### config.mk
export PLATFORM = sky130hd
export DESIGN_NAME = pxr_cap_regs
export DESIGN_NICKNAME = d
export VERILOG_FILES = /design/src/pxr_pkg.sv /design/src/pxr_hdr_log.sv /design/src/pxr_serial_id.sv /design/src/pxr_cap_regs.sv
export SDC_FILE = /design/constraint.sdc
export NUM_CORES = 1
export LEC_CHECK = 0
export BUFFER_PORTS_ARGS = -buffer_cell sky130_fd_sc_hd__buf_2
export CAP_MARGIN = 25
export CORE_ASPECT_RATIO = 1.2
export CORE_MARGIN = 4
export CORE_UTILIZATION = 50
export CTS_CLUSTER_SIZE = 28
export DETAILED_ROUTE_END_ITERATION = 7
export PLACE_DENSITY = 0.82
export SYNTH_ARGS = -nofsm -noshare
export SYNTH_HDL_FRONTEND = slang
export SYNTH_SLANG_ARGS = --single-unit
### constraint.sdc
create_clock -name ref_clk_i -period 2.65 [get_ports ref_clk_i]
set_clock_uncertainty 0.2 [all_clocks]
set_input_delay 0.3975 -clock ref_clk_i [delete_from_list [all_inputs] [get_ports ref_clk_i]]
set_output_delay 0.3975 -clock ref_clk_i [all_outputs]
set_load 0.01 [all_outputs]
### src/pxr_pkg.sv
// Purpose: Constants for the extended capability register bank
// Assumes: Word-aligned byte addresses, 32-bit register data
// Notes: Shared by the bank and its helper modules
package pxr_pkg;
    localparam int ADDR_W = 12;
    localparam int DATA_W = 32;
    // Register byte offsets
    localparam logic [11:0] OFS_HDR_LOG_DW1 = 12'h11c;
    localparam logic [11:0] OFS_HDR_LOG_DW2 = 12'h120;
    localparam logic [11:0] OFS_HDR_LOG_DW3 = 12'h124;
    localparam logic [11:0] OFS_HDR_LOG_DW4 = 12'h128;
    localparam logic [11:0] OFS_SERIAL_HDR = 12'h180;
    localparam logic [11:0] OFS_SERIAL_LOW = 12'h184;
    localparam logic [11:0] OFS_SERIAL_HIGH = 12'h188;
    localparam logic [11:0] OFS_VCHAN_HDR = 12'h200;
    localparam logic [11:0] OFS_PORT_VCHAN_ONE = 12'h204;
    // Own control word: bit 0 locks the lockable fields, bits 12:8
    // show the first error pointer when read
    localparam logic [11:0] OFS_BANK_CTRL = 12'h300;
    localparam int CTRL_LOCK_BIT = 0;
    localparam int CTRL_FEP_LSB = 8;
    // Header field layout
    localparam logic [15:0] CAP_ID_SERIAL = 16'h0003;
    localparam logic [15:0] CAP_ID_VCHAN = 16'h0002;
    localparam logic [3:0] CAP_VERSION = 4'h1;
    localparam logic [11:0] NEXT_PTR_RESET = 12'h000;
    // Port VC capability one fields
    localparam logic [2:0] EXT_CHAN_COUNT = 3'h0;
    localparam logic [2:0] LOW_PRIO_CHAN_COUNT = 3'h0;
    localparam logic [1:0] ARB_TIME_BASE = 2'h0;
    localparam logic [1:0] ENTRY_SIZE_1BIT = 2'h0;
    localparam logic [1:0] ENTRY_SIZE_2BIT = 2'h1;
    localparam logic [1:0] ENTRY_SIZE_4BIT = 2'h2;
    localparam logic [1:0] ENTRY_SIZE_8BIT = 2'h3;
    localparam logic [31:0] WORD_ZERO = 32'h0000_0000;
    localparam logic [4:0] FEP_ZERO = 5'h00;
    localparam int HDR_WORDS = 4;

    // Builds an extended capability header word
    function automatic logic [31:0] cap_header(input logic [15:0] id,
                                               input logic [11:0] nxt);
        cap_header = {nxt, CAP_VERSION, id};
    endfunction : cap_header
endpackage : pxr_pkg

### src/pxr_hdr_log.sv
// Purpose: Sticky capture of the first uncorrectable error header
// Assumes: Capture pulse arrives with all four header words valid
// Notes: Only the first report is held until a sticky reset
`timescale 1ns/1ps
`default_nettype none
module pxr_hdr_log
    import pxr_pkg::*;
(
    input wire logic ref_clk_i,             // Core clock
    input wire logic sticky_rst_n_i,        // Sticky reset, active low
    input wire logic err_report_i,          // Uncorrectable error reported
    input wire logic [4:0] err_bit_i,       // Status bit of that error
    input wire logic [127:0] err_header_i,  // Header, word 1 in low bits
    output logic [127:0] log_o,             // Held header words
    output logic [4:0] fep_o                // First error pointer
);
    typedef struct packed {
        logic held;
        logic [127:0] log;
        logic [4:0] fep;
    } pxr_log_s;
    pxr_log_s st_ff;
    pxr_log_s nxt_st;

    // Later errors must not overwrite the first record
    always_comb
    begin
        nxt_st = st_ff;
        if (err_report_i && !st_ff.held)
        begin
            nxt_st.held = 1'b1;
            nxt_st.log = err_header_i;
            nxt_st.fep = err_bit_i;
        end
    end

    // Sticky state clears to zero only on sticky reset
    always_ff @(posedge ref_clk_i or negedge sticky_rst_n_i)
    begin
        if (!sticky_rst_n_i)
            st_ff <= '0;
        else
            st_ff <= nxt_st;
    end

    assign log_o = st_ff.log;
    assign fep_o = st_ff.fep;

    chk_first_kept: assert property (@(posedge ref_clk_i)
        disable iff (!sticky_rst_n_i)
        st_ff.held |=> $stable(st_ff.log) && $stable(st_ff.fep))
        else $error("Header log changed after first capture");
    chk_capture_val: assert property (@(posedge ref_clk_i)
        disable iff (!sticky_rst_n_i)
        (err_report_i && !st_ff.held) |=>
            st_ff.log == $past(err_header_i)
            && st_ff.fep == $past(err_bit_i))
        else $error("Header log or pointer not captured");
endmodule : pxr_hdr_log
`default_nettype wire

### src/pxr_serial_id.sv
// Purpose: Lockable sticky 64-bit unique identifier store
// Assumes: Lock input holds writes off once firmware sets it
// Notes: Two word halves, each written independently
`timescale 1ns/1ps
`default_nettype none
module pxr_serial_id
    import pxr_pkg::*;
(
    input wire logic ref_clk_i,         // Core clock
    input wire logic sticky_rst_n_i,    // Sticky reset, active low
    input wire logic lock_i,            // Lockable fields read only
    input wire logic wr_low_i,          // Write lower half
    input wire logic wr_high_i,         // Write upper half
    input wire logic [31:0] wdata_i,    // Write data
    output logic [63:0] id_o            // Identifier
);
    typedef struct packed {
        logic [31:0] high;
        logic [31:0] low;
    } pxr_id_s;
    pxr_id_s st_ff;
    pxr_id_s nxt_st;

    // Writes land only while unlocked
    always_comb
    begin
        nxt_st = st_ff;
        if (wr_low_i && !lock_i)
            nxt_st.low = wdata_i;
        if (wr_high_i && !lock_i)
            nxt_st.high = wdata_i;
    end

    always_ff @(posedge ref_clk_i or negedge sticky_rst_n_i)
    begin
        if (!sticky_rst_n_i)
            st_ff <= '0;
        else
            st_ff <= nxt_st;
    end

    assign id_o = {st_ff.high, st_ff.low};

    chk_lock_holds: assert property (@(posedge ref_clk_i)
        disable iff (!sticky_rst_n_i)
        lock_i |=> $stable(st_ff))
        else $error("Identifier changed while locked");
    chk_high_write: assert property (@(posedge ref_clk_i)
        disable iff (!sticky_rst_n_i)
        (wr_high_i && !lock_i) |=> st_ff.high == $past(wdata_i))
        else $error("Upper identifier write lost");
endmodule : pxr_serial_id
`default_nettype wire

### src/pxr_cap_regs.sv
// Purpose: Extended capability register bank for one switch port
// Assumes: Plain register port, read data valid one cycle after strobe
// Notes: Sticky state uses its own reset so hot reset keeps it
`timescale 1ns/1ps
`default_nettype none
module pxr_cap_regs
    import pxr_pkg::*;
#(
    parameter bit UPSTREAM = 1'b1   // Port is the upstream port
)
(
    input wire logic ref_clk_i,             // Core clock, 25 MHz
    input wire logic rst_n_i,               // Async reset, active low
    input wire logic sticky_rst_n_i,        // Sticky reset, active low
    input wire logic [11:0] addr_i,         // Register byte address
    input wire logic [31:0] wdata_i,        // Write data
    input wire logic wr_i,                  // Write strobe
    input wire logic rd_i,                  // Read strobe
    output logic [31:0] rdata_o,            // Read data, cycle after rd_i
    input wire logic err_report_i,          // Uncorrectable error event
    input wire logic [4:0] err_bit_i,       // Status bit of the error
    input wire logic [127:0] err_header_i,  // Offending packet header
    output logic [4:0] first_err_ptr_o      // First error pointer
);
    typedef struct packed {
        logic [31:0] rdata;
        logic lock;
        logic [11:0] sn_next;
        logic [11:0] vc_next;
    } pxr_bank_s;

    pxr_bank_s st_ff;
    pxr_bank_s nxt_st;
    logic [127:0] log_w;
    logic [4:0] fep_w;
    logic [63:0] id_w;
    logic wr_low_w;
    logic wr_high_w;
    logic [1:0] entry_size_w;
    logic [31:0] vc_one_w;

    // Only two of the four defined encodings apply to a port
    assign entry_size_w = UPSTREAM ? ENTRY_SIZE_4BIT
                                   : ENTRY_SIZE_1BIT;
    // Capability word one; reserved bits tied low
    assign vc_one_w = {20'h00000, entry_size_w, ARB_TIME_BASE,
                       1'b0, LOW_PRIO_CHAN_COUNT,
                       1'b0, EXT_CHAN_COUNT};

    assign wr_low_w = wr_i && (addr_i == OFS_SERIAL_LOW);
    assign wr_high_w = wr_i && (addr_i == OFS_SERIAL_HIGH);

    pxr_hdr_log u_hdr_log (
        .ref_clk_i(ref_clk_i),
        .sticky_rst_n_i(sticky_rst_n_i),
        .err_report_i(err_report_i),
        .err_bit_i(err_bit_i),
        .err_header_i(err_header_i),
        .log_o(log_w),
        .fep_o(fep_w)
    );

    pxr_serial_id u_serial_id (
        .ref_clk_i(ref_clk_i),
        .sticky_rst_n_i(sticky_rst_n_i),
        .lock_i(st_ff.lock),
        .wr_low_i(wr_low_w),
        .wr_high_i(wr_high_w),
        .wdata_i(wdata_i),
        .id_o(id_w)
    );

    // Read decode; unmapped addresses read zero
    function automatic logic [31:0] read_word(input logic [11:0] a,
                                              input pxr_bank_s s);
        logic [31:0] r;
        r = WORD_ZERO;
        unique case (a)
            OFS_HDR_LOG_DW1: r = log_w[31:0];
            OFS_HDR_LOG_DW2: r = log_w[63:32];
            OFS_HDR_LOG_DW3: r = log_w[95:64];
            OFS_HDR_LOG_DW4: r = log_w[127:96];
            OFS_SERIAL_HDR: r = cap_header(CAP_ID_SERIAL,
                                           s.sn_next);
            OFS_SERIAL_LOW: r = id_w[31:0];
            OFS_SERIAL_HIGH: r = id_w[63:32];
            OFS_VCHAN_HDR: r = cap_header(CAP_ID_VCHAN,
                                          s.vc_next);
            OFS_PORT_VCHAN_ONE: r = vc_one_w;
            OFS_BANK_CTRL: r = {19'h00000, fep_w, 7'h00, s.lock};
            default: r = WORD_ZERO;
        endcase
        read_word = r;
    endfunction : read_word

    // Write handling; constant and read-only words drop writes
    always_comb
    begin
        nxt_st = st_ff;
        nxt_st.rdata = rd_i ? read_word(addr_i, st_ff) : WORD_ZERO;
        if (wr_i)
        begin
            unique case (addr_i)
                OFS_BANK_CTRL: nxt_st.lock = wdata_i[CTRL_LOCK_BIT];
                OFS_SERIAL_HDR:
                    if (!st_ff.lock)
                        nxt_st.sn_next = wdata_i[31:20];
                OFS_VCHAN_HDR:
                    if (!st_ff.lock)
                        nxt_st.vc_next = wdata_i[31:20];
                default: nxt_st.lock = st_ff.lock;
            endcase
        end
    end

    // Bus side state resets on the normal reset
    always_ff @(posedge ref_clk_i or negedge rst_n_i)
    begin
        if (!rst_n_i)
        begin
            st_ff.rdata <= WORD_ZERO;
            st_ff.lock <= 1'b0;
            st_ff.sn_next <= NEXT_PTR_RESET;
            st_ff.vc_next <= NEXT_PTR_RESET;
        end
        else
            st_ff <= nxt_st;
    end

    // Pointer is re-registered so the output leaves a flip-flop directly
    logic [4:0] fep_ff;
    always_ff @(posedge ref_clk_i or negedge sticky_rst_n_i)
    begin
        if (!sticky_rst_n_i)
            fep_ff <= FEP_ZERO;
        else
            fep_ff <= fep_w;
    end

    assign rdata_o = st_ff.rdata;
    assign first_err_ptr_o = fep_ff;

    chk_serial_hdr: assert property (@(posedge ref_clk_i)
        disable iff (!rst_n_i)
        (rd_i && addr_i == OFS_SERIAL_HDR) |=>
            rdata_o[19:0] == 20'h10003)
        else $error("Serial header identifier or version wrong");
    chk_vchan_hdr: assert property (@(posedge ref_clk_i)
        disable iff (!rst_n_i)
        (rd_i && addr_i == OFS_VCHAN_HDR) |=>
            rdata_o[19:0] == 20'h10002)
        else $error("Channel header identifier or version wrong");
    chk_vc_one: assert property (@(posedge ref_clk_i)
        disable iff (!rst_n_i)
        (rd_i && addr_i == OFS_PORT_VCHAN_ONE) |=>
            rdata_o == (UPSTREAM ? 32'h0000_0800 : 32'h0000_0000))
        else $error("Port channel capability word wrong");
    chk_unmapped_zero: assert property (@(posedge ref_clk_i)
        disable iff (!rst_n_i)
        (rd_i && addr_i == 12'h004) |=> rdata_o == 32'h0000_0000)
        else $error("Unmapped read not zero");
    chk_vc_next_rst: assert property (@(posedge ref_clk_i)
        disable iff (!rst_n_i)
        $rose(rst_n_i) |-> st_ff.vc_next == 12'h000)
        else $error("Next pointer not zero after reset");
    chk_log_read: assert property (@(posedge ref_clk_i)
        disable iff (!rst_n_i)
        (rd_i && addr_i == OFS_HDR_LOG_DW3) |=>
            rdata_o == $past(log_w[95:64]))
        else $error("Header log word three read wrong");
endmodule : pxr_cap_regs
`default_nettype wire

# Word level (Yosys, flattened, before mapping)
# Index checks and enable logic that the tools add are counted.
# word_totals
register_bits	260
in_bits	183
output_inout_bits	37
elab_cells	33
# classes
eq_ne	10
muxes	2
n_bitwise	1
reduce_logical	10
# op_table
op	n
$pmux W32 S10	1
$eq A12 B9 Y1 const B	7
$eq A12 B10 Y1 const B	3
$mux W32	1
$reduce_and A3 Y1	2
$logic_and A1 B1 Y1	5
$logic_not A1 Y1	2
$reduce_and A2 Y1	1
$not A1 Y1	1

# Depth between registers and ports, before layout
# Gate-level depths: netlist of the first run.
# logic_depth
ltp_word	3
ltp_mapped	8

# Cells and area by module
# Synthesis of the first run repeated with hierarchy kept, for this count alone.
# unflattened
hier_cells	936
area_unflattened_um2	12798.5
# by_module_without_submodules
mod	instances	cells_per_inst	area_each_um2
pxr_hdr_log	1	417	6291.0
pxr_cap_regs	1	381	3928.8
pxr_serial_id	1	138	2578.7

# Least setup slack after synthesis of the first run
# Ideal clock, no wire load.
# synth_timing
path_kind	input to register
from	input addr_i[3]
to	register st_ff (netlist bit rdata_o[30])
setup_time_ns	0.138
arrival_time_ns	1.862
t_required_ns	2.312
path_slack_ns	0.450
path_stages	8
path_buffers	3
cell_sequence	buf_2 -> and4b_1 -> and3_1 -> clkbuf_1 -> a311o_1 -> o31ai_4 -> buf_4 -> a31oi_1
# synth_lines
element	line	rtl
start: declaration	pxr_cap_regs.sv:15	input wire logic [11:0] addr_i,
end signal: assignment	pxr_cap_regs.sv:127	st_ff <= nxt_st;
end: declaration	pxr_cap_regs.sv:32	pxr_bank_s st_ff;

==> results_tabular.tex, run 1 <==
\begin{tabular}{lr}
\hline
Metric & Value \\
\hline
\multicolumn{2}{l}{\textbf{Clock network}} \\
CTS sink cnt & 260 \\
Clock transition time at the flip-flop clock pins of the worst setup and hold paths & about 0.060 ns \\
Clock insertion delay at the later pin of the skew report & between 0.5 and 0.6 ns \\
CTS Root Cell & sky130\_fd\_sc\_hd\_\_clkbuf\_16 \\
Longest Clk Path Bufs & 3 \\
CTS tree & built \\
Hold buffer count at cts & approximately 170 \\
Setup bufs post-CTS & 0 \\
Post-CTS resize count & 0 \\
Number of levels in the clock H-tree & 1 \\
Number of buffers created by CTS & 27 \\
\multicolumn{2}{l}{\textbf{Worst hold path}} \\
Startpoint of the most critical hold path & rd\_i \\
Hold-critical path endpoint & rdata\_o[4] \\
HP Class & in -> reg \\
Worst hold path stage count & 4 \\
\multicolumn{2}{l}{\textbf{Worst setup path}} \\
Critical-path maximum fanout & 19 \\
CP required & between 2 and 3 ns \\
Chain of cells forming the critical path & buf\_2, nor4\_1, nand3\_1, a21oi\_1, o31ai\_4, buf\_4, a21oi\_1 \\
Nature of the critical path endpoint & flop \\
Most repeated library cell on the critical path & sky130\_fd\_sc\_hd\_\_a21oi\_1 \\
Reg-to-reg endpoint & st\_ff[0] \\
Reg-to-Reg Start & st\_ff[24] \\
Depth of the most critical reg-to-reg path & 4 \\
Crit path max-delay cell type & sky130\_fd\_sc\_hd\_\_nor4\_1 \\
Largest stage delay on the critical path & roughly 0.77 ns \\
Path type of the worst setup path & in -> reg \\
Crit path arrival time & around 2.6 ns \\
Reg2reg setup slack & 0.82 ns \\
Critical Path Source Type & input port \\
\multicolumn{2}{l}{\textbf{GRT}} \\
Gr ovfl total & 0 \\
Via count of the first global-routing pass & between 9000 and 10000 \\
Pin count of the biggest net entering global routing & 79 \\
First-pass GRT wire length & 52800 microns \\
Initial antenna violation count & 4 \\
Aggregate global-route resource usage & 0.280 \\
\multicolumn{2}{l}{\textbf{Floorplanning}} \\
Width of the chip & approximately 140 microns \\
Effective utilization at floorplan & 0.511 \\
Full die area & $\sim$25000 sq um \\
Vertical die dimension & $\sim$170 microns \\
Placeable core region & between 20000 and 25000 sq um \\
Number of standard-cell rows in the floorplan & 59 \\
Number of top-level pins & 220 \\
\multicolumn{2}{l}{\textbf{Run}} \\
Number of max-cap violations & 0 \\
\multicolumn{2}{l}{\textbf{Detailed routing}} \\
Via-per-instance ratio & approximately 5.8 \\
Via Count & around 8600 \\
Residual DRC count & 0 \\
Drt pass-1 iters & 6 \\
Average wire length per cell after detail routing & 23.3 microns \\
Final WL & 34600 microns \\
Number of design-rule violations left by the first detailed-router iteration & between 700 and 800 \\
Post-route antenna net violation count & 0 \\
\multicolumn{2}{l}{\textbf{Synth}} \\
Instance count of the mapped netlist & between 800 and 900 \\
Total standard cell area after synthesis & 11200 sq um \\
Number of warnings reported in the yosys synthesis log & 0 \\
Post-synthesis register bit count & 260 \\
Ys flop type & sky130\_fd\_sc\_hd\_\_dfrtp\_1 \\
Syn Nets & 992 \\
Distinct cell type count after synthesis & between 40 and 50 \\
Async set-reset flop share out of synthesis & 1.00 \\
Mean instance size in the synthesized netlist & $\sim$14 sq um \\
Number of flops mapped to enable cells by yosys & 0 \\
Post-synthesis sequential area ratio & 0.583 \\
\multicolumn{2}{l}{\textbf{Final layout}} \\
Nets@finish & between 1000 and 1500 \\
Proportion of layout cells with a drive suffix above 1 & 0.450 \\
Count of placed standard cells in the final layout, fillers left out & around 1500 \\
Utilization after layout & 0.694 \\
Area growth, synth to finish & 35.9\% \\
Number of fill cells & 1480 \\
\multicolumn{2}{l}{\textbf{Place}} \\
Inst Count DP & 1260 \\
Detailed Place HPWL & about 22000 microns \\
RD Place Congestion & between 0.8 and 0.9 \\
Quantity of I/O buffers inserted on ports & between 200 and 250 \\
\multicolumn{2}{l}{\textbf{Timing}} \\
Final worst path period need & 2.39 ns \\
Worst Max-Slew Pin Slew & slightly below 0.9 ns \\
Upper clock frequency limit & approximately 0.42 GHz \\
RSZ-0062 raised after global routing & false \\
Max-slew violation count & 0 \\
Post-route setup TNS & 0 ns \\
Worst slew margin & 0.412 \\
Final Hold Vio Count & 0 \\
Number of setup violations in the final report & 0 \\
Post-route clock period utilization & 0.904 \\
\multicolumn{2}{l}{\textbf{Pwr}} \\
Worst IR Drop VDD & between 500 and 600 uV \\
Power density of the placed cells & just under 600 nW/um\^{}2 \\
Leakage power figure & 7.05 nW \\
\multicolumn{2}{l}{\textbf{Outcome}} \\
Outcome & completed \\
\hline
\end{tabular}
-- Yosys cell counts (all sizes together) (2+ instances only) --
cell    number  area share
a32oi        6      0.0047
nor4         4      0.0028
a221oi       7      0.0055
a222oi      18       0.016
and3         5      0.0028
nor4b        5      0.0085
a31oi       14      0.0079
nor2b        4      0.0022
nand3        7      0.0031
o21ai        8      0.0036
a22oi       52       0.035
dfrtp      260        0.58
nor3         3      0.0018
a21oi       27       0.012
buf         58       0.034
mux2       222        0.22
nor2        19      0.0066
mux2i        2      0.0018
o31ai        2      0.0026
o22ai        3      0.0017
clkbuf      29      0.0098
nand4        4      0.0022
o221ai       2      0.0016
and2         2      0.0011
nand3b       2      0.0013
nand2       23      0.0077
a22o        12      0.0094
-- area by class of cell --
type	count	area, sq um	share of cell area
antenna	7	17.5	0.00116
clock inverter	11	104	0.00685
clock buffer	39	771	0.0509
inverter	1	3.75	0.000248
tap	274	343	0.0226
sequential	260	6510	0.429
timing repair buffer	433	3210	0.212
multi-input combinational	461	4200	0.277
-- how the worst max path moves through the flow --
stage	from	to	slack, ns	cells after the start
CTS	addr_i[7]	rdata_o[22]	0.41	7
floorplan	addr_i[3]	rdata_o[30]	0.45	8
finish	addr_i[7]	rdata_o[25]	0.26	7
global placement	addr_i[7]	st_ff[24]	-0.12	7
global route	addr_i[7]	rdata_o[22]	0.22	7
detailed placement	addr_i[7]	st_ff[24]	-0.16	7
-- per-layer routing --
metal  vias up  GRT usage  routed length [microns]
li1       3770          -                        -
met1      4330      0.349                    12900
met2       441      0.468                    17400
met3       107     0.0498                     2600
met4         0      0.142                     1680
met5         -          0                        0
-- critical path: cells and delay by family --
family	cells	cell delay, ns
compound gates	3	0.65
simple gates	2	1.20
buf+inv	2	0.36
-- cell families (layout without fill, tap and decap cells) --
logic type             Yosys count  after routing  share of synthesized area
muxes                          224            224                      0.226
DFF                            260            260                      0.583
buffers and inverters           88            484                     0.0440
other                            0              7                          0
and+or+nand+nor                 82             82                     0.0432
AOI/OAI and AO/OA              155            155                      0.104
-- sequential cells by signal, indices dropped and copies added (netlist names) --
signal / cells
first_err_ptr_o: 5
u_hdr_log.log_o: 128
st_ff: 25
u_hdr_log.st_ff: 1
rdata_o: 32
u_hdr_log.fep_o: 5
u_serial_id.id_o: 64
-- power breakdown --
group / switching (mW) / internal, mW / leakage [nW] / total [mW]
clock network: 1.58 / 2.13 / 0.427 / 3.71
registers: 0.166 / 4.22 / 3.41 / 4.39
logic: 0.323 / 0.479 / 3.22 / 0.802
total: 2.07 / 6.83 / 7.05 / 8.90
-- per-stage QoR --
step                      setup WS (ns)  power [mW]  hold WS (ns)  cell area [sq um]
final                             0.255        8.90         0.137              15200
after CTS                         0.407        8.90         0.111              15100
after global placement           -0.124        5.01         0.198              12600
after floorplan                   0.450        4.65       -0.0981              11200
after global routing              0.224        9.20         0.138              15100
after detailed placement         -0.158        5.04         0.212              12600
-- cells in the final DEF, fill, tap and decap left out, types with 7 or more instances in the layout --
| cell | count |
|---|---|
| sky130_fd_sc_hd__a31oi_1 | 14 |
| sky130_fd_sc_hd__a21oi_1 | 27 |
| sky130_fd_sc_hd__a22oi_1 | 52 |
| sky130_fd_sc_hd__clkbuf_1 | 7 |
| sky130_fd_sc_hd__o21ai_0 | 8 |
| sky130_fd_sc_hd__buf_4 | 40 |
| sky130_fd_sc_hd__nand3_1 | 7 |
| sky130_fd_sc_hd__dlygate4sd3_1 | 169 |
| sky130_fd_sc_hd__mux2_2 | 220 |
| sky130_fd_sc_hd__a222oi_1 | 18 |
| sky130_fd_sc_hd__dfrtp_1 | 260 |
| sky130_fd_sc_hd__nand2_1 | 23 |
| sky130_fd_sc_hd__a221oi_1 | 7 |
| sky130_fd_sc_hd__diode_2 | 7 |
| sky130_fd_sc_hd__buf_2 | 217 |
| sky130_fd_sc_hd__nor2_1 | 17 |
| sky130_fd_sc_hd__a22o_1 | 12 |
| sky130_fd_sc_hd__clkbuf_16 | 27 |
No activity file was read; power rests on OpenSTA's default activity.
==> inputs of run 2 (changes only) <==
ABC_AREA = 1   (was unset)
CORE_UTILIZATION = 56   (was 50)
PLACE_DENSITY = 0.89   (was 0.82)
==> run 2 against run 1 <==
  * Sequential power down 9.3%
  * Non-clock buffer count down 19
  * Fmax increased by 12%
  * Design area increased by 4.0%
  * Critical path type unchanged
  * Highest routed layer is now met5
==> results_tabular.tex, run 2 <==
\begin{tabular}{lr}
\hline
Metric & Value \\
\hline
\multicolumn{2}{l}{\textbf{Outcome}} \\
Outcome & completed \\
\multicolumn{2}{l}{\textbf{GRT}} \\
Initial antenna violation count & 7 \\
Aggregate global-route resource usage & 0.352 \\
Met3 capacity usage during global routing & 0.0810 \\
Via count of the first global-routing pass & approximately 12000 \\
First-pass GRT wire length & between 60000 and 70000 microns \\
Global routing's busiest layer & met2 \\
Pin count of the biggest net entering global routing & 65 \\
Met2 track utilization from global routing & 0.594 \\
Gr ovfl total & 0 \\
Met1 Use GR & 0.404 \\
\multicolumn{2}{l}{\textbf{Worst setup path}} \\
Critical Path Source Type & input port \\
Crit path max-delay cell type & sky130\_fd\_sc\_hd\_\_dlygate4sd3\_1 \\
Path type of the worst setup path & in -> reg \\
Depth of the most critical reg-to-reg path & 3 \\
Crit path arrival time & roughly 2.4 ns \\
CP required & 2.88 ns \\
Largest stage delay on the critical path & 0.55 ns \\
Source of the critical timing path & wr\_i \\
Reg2reg setup slack & just under 0.7 ns \\
Chain of cells forming the critical path & dlygate4sd3\_1, buf\_2, inv\_1, nor2\_1, nand2\_4, o21ai\_1 \\
Buf/Inv on CP & 3 \\
Critical-path maximum fanout & 64 \\
Last element of the critical path & u\_serial\_id.id\_o[22] \\
Reg-to-reg endpoint & u\_serial\_id.id\_o[22] \\
Reg-to-Reg Start & st\_ff[24] \\
Nature of the critical path endpoint & flop \\
Worst path depth & 6 \\
Cell class contributing the biggest share of worst-path delay & simple AND/OR/NAND/NOR gates \\
\multicolumn{2}{l}{\textbf{Final layout}} \\
Proportion of layout cells with a drive suffix above 1 & 0.278 \\
Flip-flop count of the largest register after layout & between 100 and 150 \\
Commonest cells after routing, fill and taps aside & sky130\_fd\_sc\_hd\_\_dfrtp\_1, sky130\_fd\_sc\_hd\_\_nand2\_1, sky130\_fd\_sc\_hd\_\_buf\_2 \\
Area growth, synth to finish & 31.6\% \\
Nets@finish & $\sim$1800 \\
Commonest non-fill, non-tap cell in the layout & sky130\_fd\_sc\_hd\_\_dfrtp\_1 \\
Count of placed standard cells in the final layout, fillers left out & between 1500 and 2000 \\
Utilization after layout & 0.751 \\
Number of fill cells & approximately 1200 \\
Reg area & approximately 6500 sq um \\
Area of the multi-input gates & roughly 4500 sq um \\
\multicolumn{2}{l}{\textbf{Floorplanning}} \\
Number of top-level pins & 220 \\
Width of the chip & around 140 microns \\
Effective utilization at floorplan & 0.571 \\
Full die area & approximately 24000 sq um \\
Placeable core region & between 20000 and 25000 sq um \\
Number of standard-cell rows in the floorplan & 58 \\
Vertical die dimension & 168 microns \\
\multicolumn{2}{l}{\textbf{Synth}} \\
Post-synthesis sequential area ratio & 0.543 \\
Top cells by area in the synthesized netlist & sky130\_fd\_sc\_hd\_\_dfrtp\_1, sky130\_fd\_sc\_hd\_\_mux2\_2, sky130\_fd\_sc\_hd\_\_nand3\_1 \\
Mean instance size in the synthesized netlist & 9.46 sq um \\
Most used standard cells in the synthesized netlist & sky130\_fd\_sc\_hd\_\_dfrtp\_1, sky130\_fd\_sc\_hd\_\_nand2\_1, sky130\_fd\_sc\_hd\_\_nand3\_1 \\
Most repeated cell in the gate-level netlist after synthesis & sky130\_fd\_sc\_hd\_\_dfrtp\_1 \\
Ys flop type & sky130\_fd\_sc\_hd\_\_dfrtp\_1 \\
Post-synthesis cell type with the largest combined area & sky130\_fd\_sc\_hd\_\_dfrtp\_1 \\
Distinct cell type count after synthesis & 24 \\
Instance count of the mapped netlist & around 1300 \\
Portion of synthesized cell area occupied by the leading cell type & 0.543 \\
Total standard cell area after synthesis & 12000 sq um \\
Syn Nets & approximately 1400 \\
Number of flops mapped to enable cells by yosys & 0 \\
Post-synthesis register bit count & 260 \\
Async set-reset flop share out of synthesis & 1.00 \\
Number of warnings reported in the yosys synthesis log & 0 \\
\multicolumn{2}{l}{\textbf{Clock network}} \\
CTS Root Cell & sky130\_fd\_sc\_hd\_\_clkbuf\_16 \\
Setup bufs post-CTS & 0 \\
CTS tree & built \\
CTS sink cnt & 260 \\
Clock insertion delay at the later pin of the skew report & roughly 0.55 ns \\
Longest Clk Path Bufs & 3 \\
Clock transition time at the flip-flop clock pins of the worst setup and hold paths & approximately 0.06 ns \\
Number of buffers created by CTS & 27 \\
Number of levels in the clock H-tree & 1 \\
\multicolumn{2}{l}{\textbf{Place}} \\
Post-placement setup slack & approximately 0.37 ns \\
Detailed Place HPWL & approximately 24000 microns \\
Inst Count DP & around 1700 \\
Quantity of I/O buffers inserted on ports & 219 \\
RD Place Congestion & 0.880 \\
\multicolumn{2}{l}{\textbf{Timing}} \\
Final worst-path setup slack & 0.513 ns \\
Post-route clock period utilization & 0.806 \\
Worst Max-Slew Pin Slew & approximately 0.84 ns \\
RSZ-0062 raised after global routing & false \\
Number of setup violations in the final report & 0 \\
Final Hold Vio Count & 0 \\
Post-route setup TNS & 0 ns \\
Upper clock frequency limit & about 0.47 GHz \\
Worst slew margin & 0.439 \\
Final worst path period need & between 2 and 2.5 ns \\
Max-slew violation count & 0 \\
\multicolumn{2}{l}{\textbf{Pwr}} \\
Power density of the placed cells & around 540 nW/um\^{}2 \\
Worst IR Drop VDD & about 530 uV \\
Post-route total power & $\sim$8.5 mW \\
Leakage power figure & about 8.5 nW \\
\multicolumn{2}{l}{\textbf{Run}} \\
Number of max-cap violations & 0 \\
\multicolumn{2}{l}{\textbf{Detailed routing}} \\
Via Count & between 10000 and 15000 \\
Post-route antenna net violation count & 0 \\
Residual DRC count & 0 \\
Average wire length per cell after detail routing & 22.2 microns \\
Number of design-rule violations left by the first detailed-router iteration & approximately 1200 \\
Drt pass-1 iters & 6 \\
Final WL & around 42000 microns \\
Via-per-instance ratio & 5.90 \\
\multicolumn{2}{l}{\textbf{Worst hold path}} \\
HP Class & in -> reg \\
\hline
\end{tabular}
## run 2: cell families after synthesis
kind of cell           Yosys count  synth area share
flip-flops                     260             0.543
buffers and inverters          206            0.0837
multiplexers                   130             0.122
AND/OR/NAND/NOR                577             0.212
AO/OA/AOI/OAI                   93            0.0389
## run 2: worst min path at each step
stage	start	to	slack (ns)	cells after the start
floorplan	sticky_rst_n_i	first_err_ptr_o[0]	-0.1	0
global placement	sticky_rst_n_i	u_hdr_log.log_o[92]	0.16	1
detailed placement	sticky_rst_n_i	u_hdr_log.log_o[92]	0.17	1
CTS	wdata_i[30]	st_ff[22]	0.0002	3
global route	wdata_i[24]	u_serial_id.id_o[24]	0.01	3
finish	wdata_i[30]	st_ff[22]	0.002	3
## run 2: worst reg2reg max path, stage by stage (launching register included)
cell	delay [ns]
sky130_fd_sc_hd__dfrtp_1	0.39
sky130_fd_sc_hd__nor2_1	0.41
sky130_fd_sc_hd__nand2_4	0.51
sky130_fd_sc_hd__o21ai_1	0.36
## run 2: layout make-up
cell class | instances | share of cell area
Antenna cell | 7 | 0.00111
Tap cell | 270 | 0.0214
Clock buffer | 37 | 0.0497
Sequential cell | 260 | 0.413
Clock inverter | 13 | 0.00977
Inverter | 101 | 0.0241
Multi-Input combinational cell | 800 | 0.285
Timing Repair Buffer | 414 | 0.196
## run 2: power breakdown
part	switching [mW]	internal [mW]	leakage, nW
sequential	0.00380	3.97	3.61
clock	1.62	2.36	0.466
combinational	0.290	0.288	4.38
## run 2: per-layer routing
| layer | up-vias | wire length (microns) |
|---|---|---|
| met4 | 2 | 3130 |
| met5 | - | 11 |
| met3 | 250 | 4490 |
| li1 | 4781 | - |
| met1 | 5345 | 13500 |
| met2 | 848 | 21000 |
## run 2: what timing repair did
| action | CTS | global route |
|---|---|---|
| hold endpoints to repair | 308 | 0 |
| hold buffers | 164 | 0 |
| resized for setup | 0 | 0 |
## run 2: stage by stage
step,instance area (sq um),hold WS (ns)
floorplan,12000,-0.0981
finish,15800,0.00246
detailed placement,13200,0.166
global route,15800,0.0123
global placement,13200,0.157
CTS,15700,0.000219
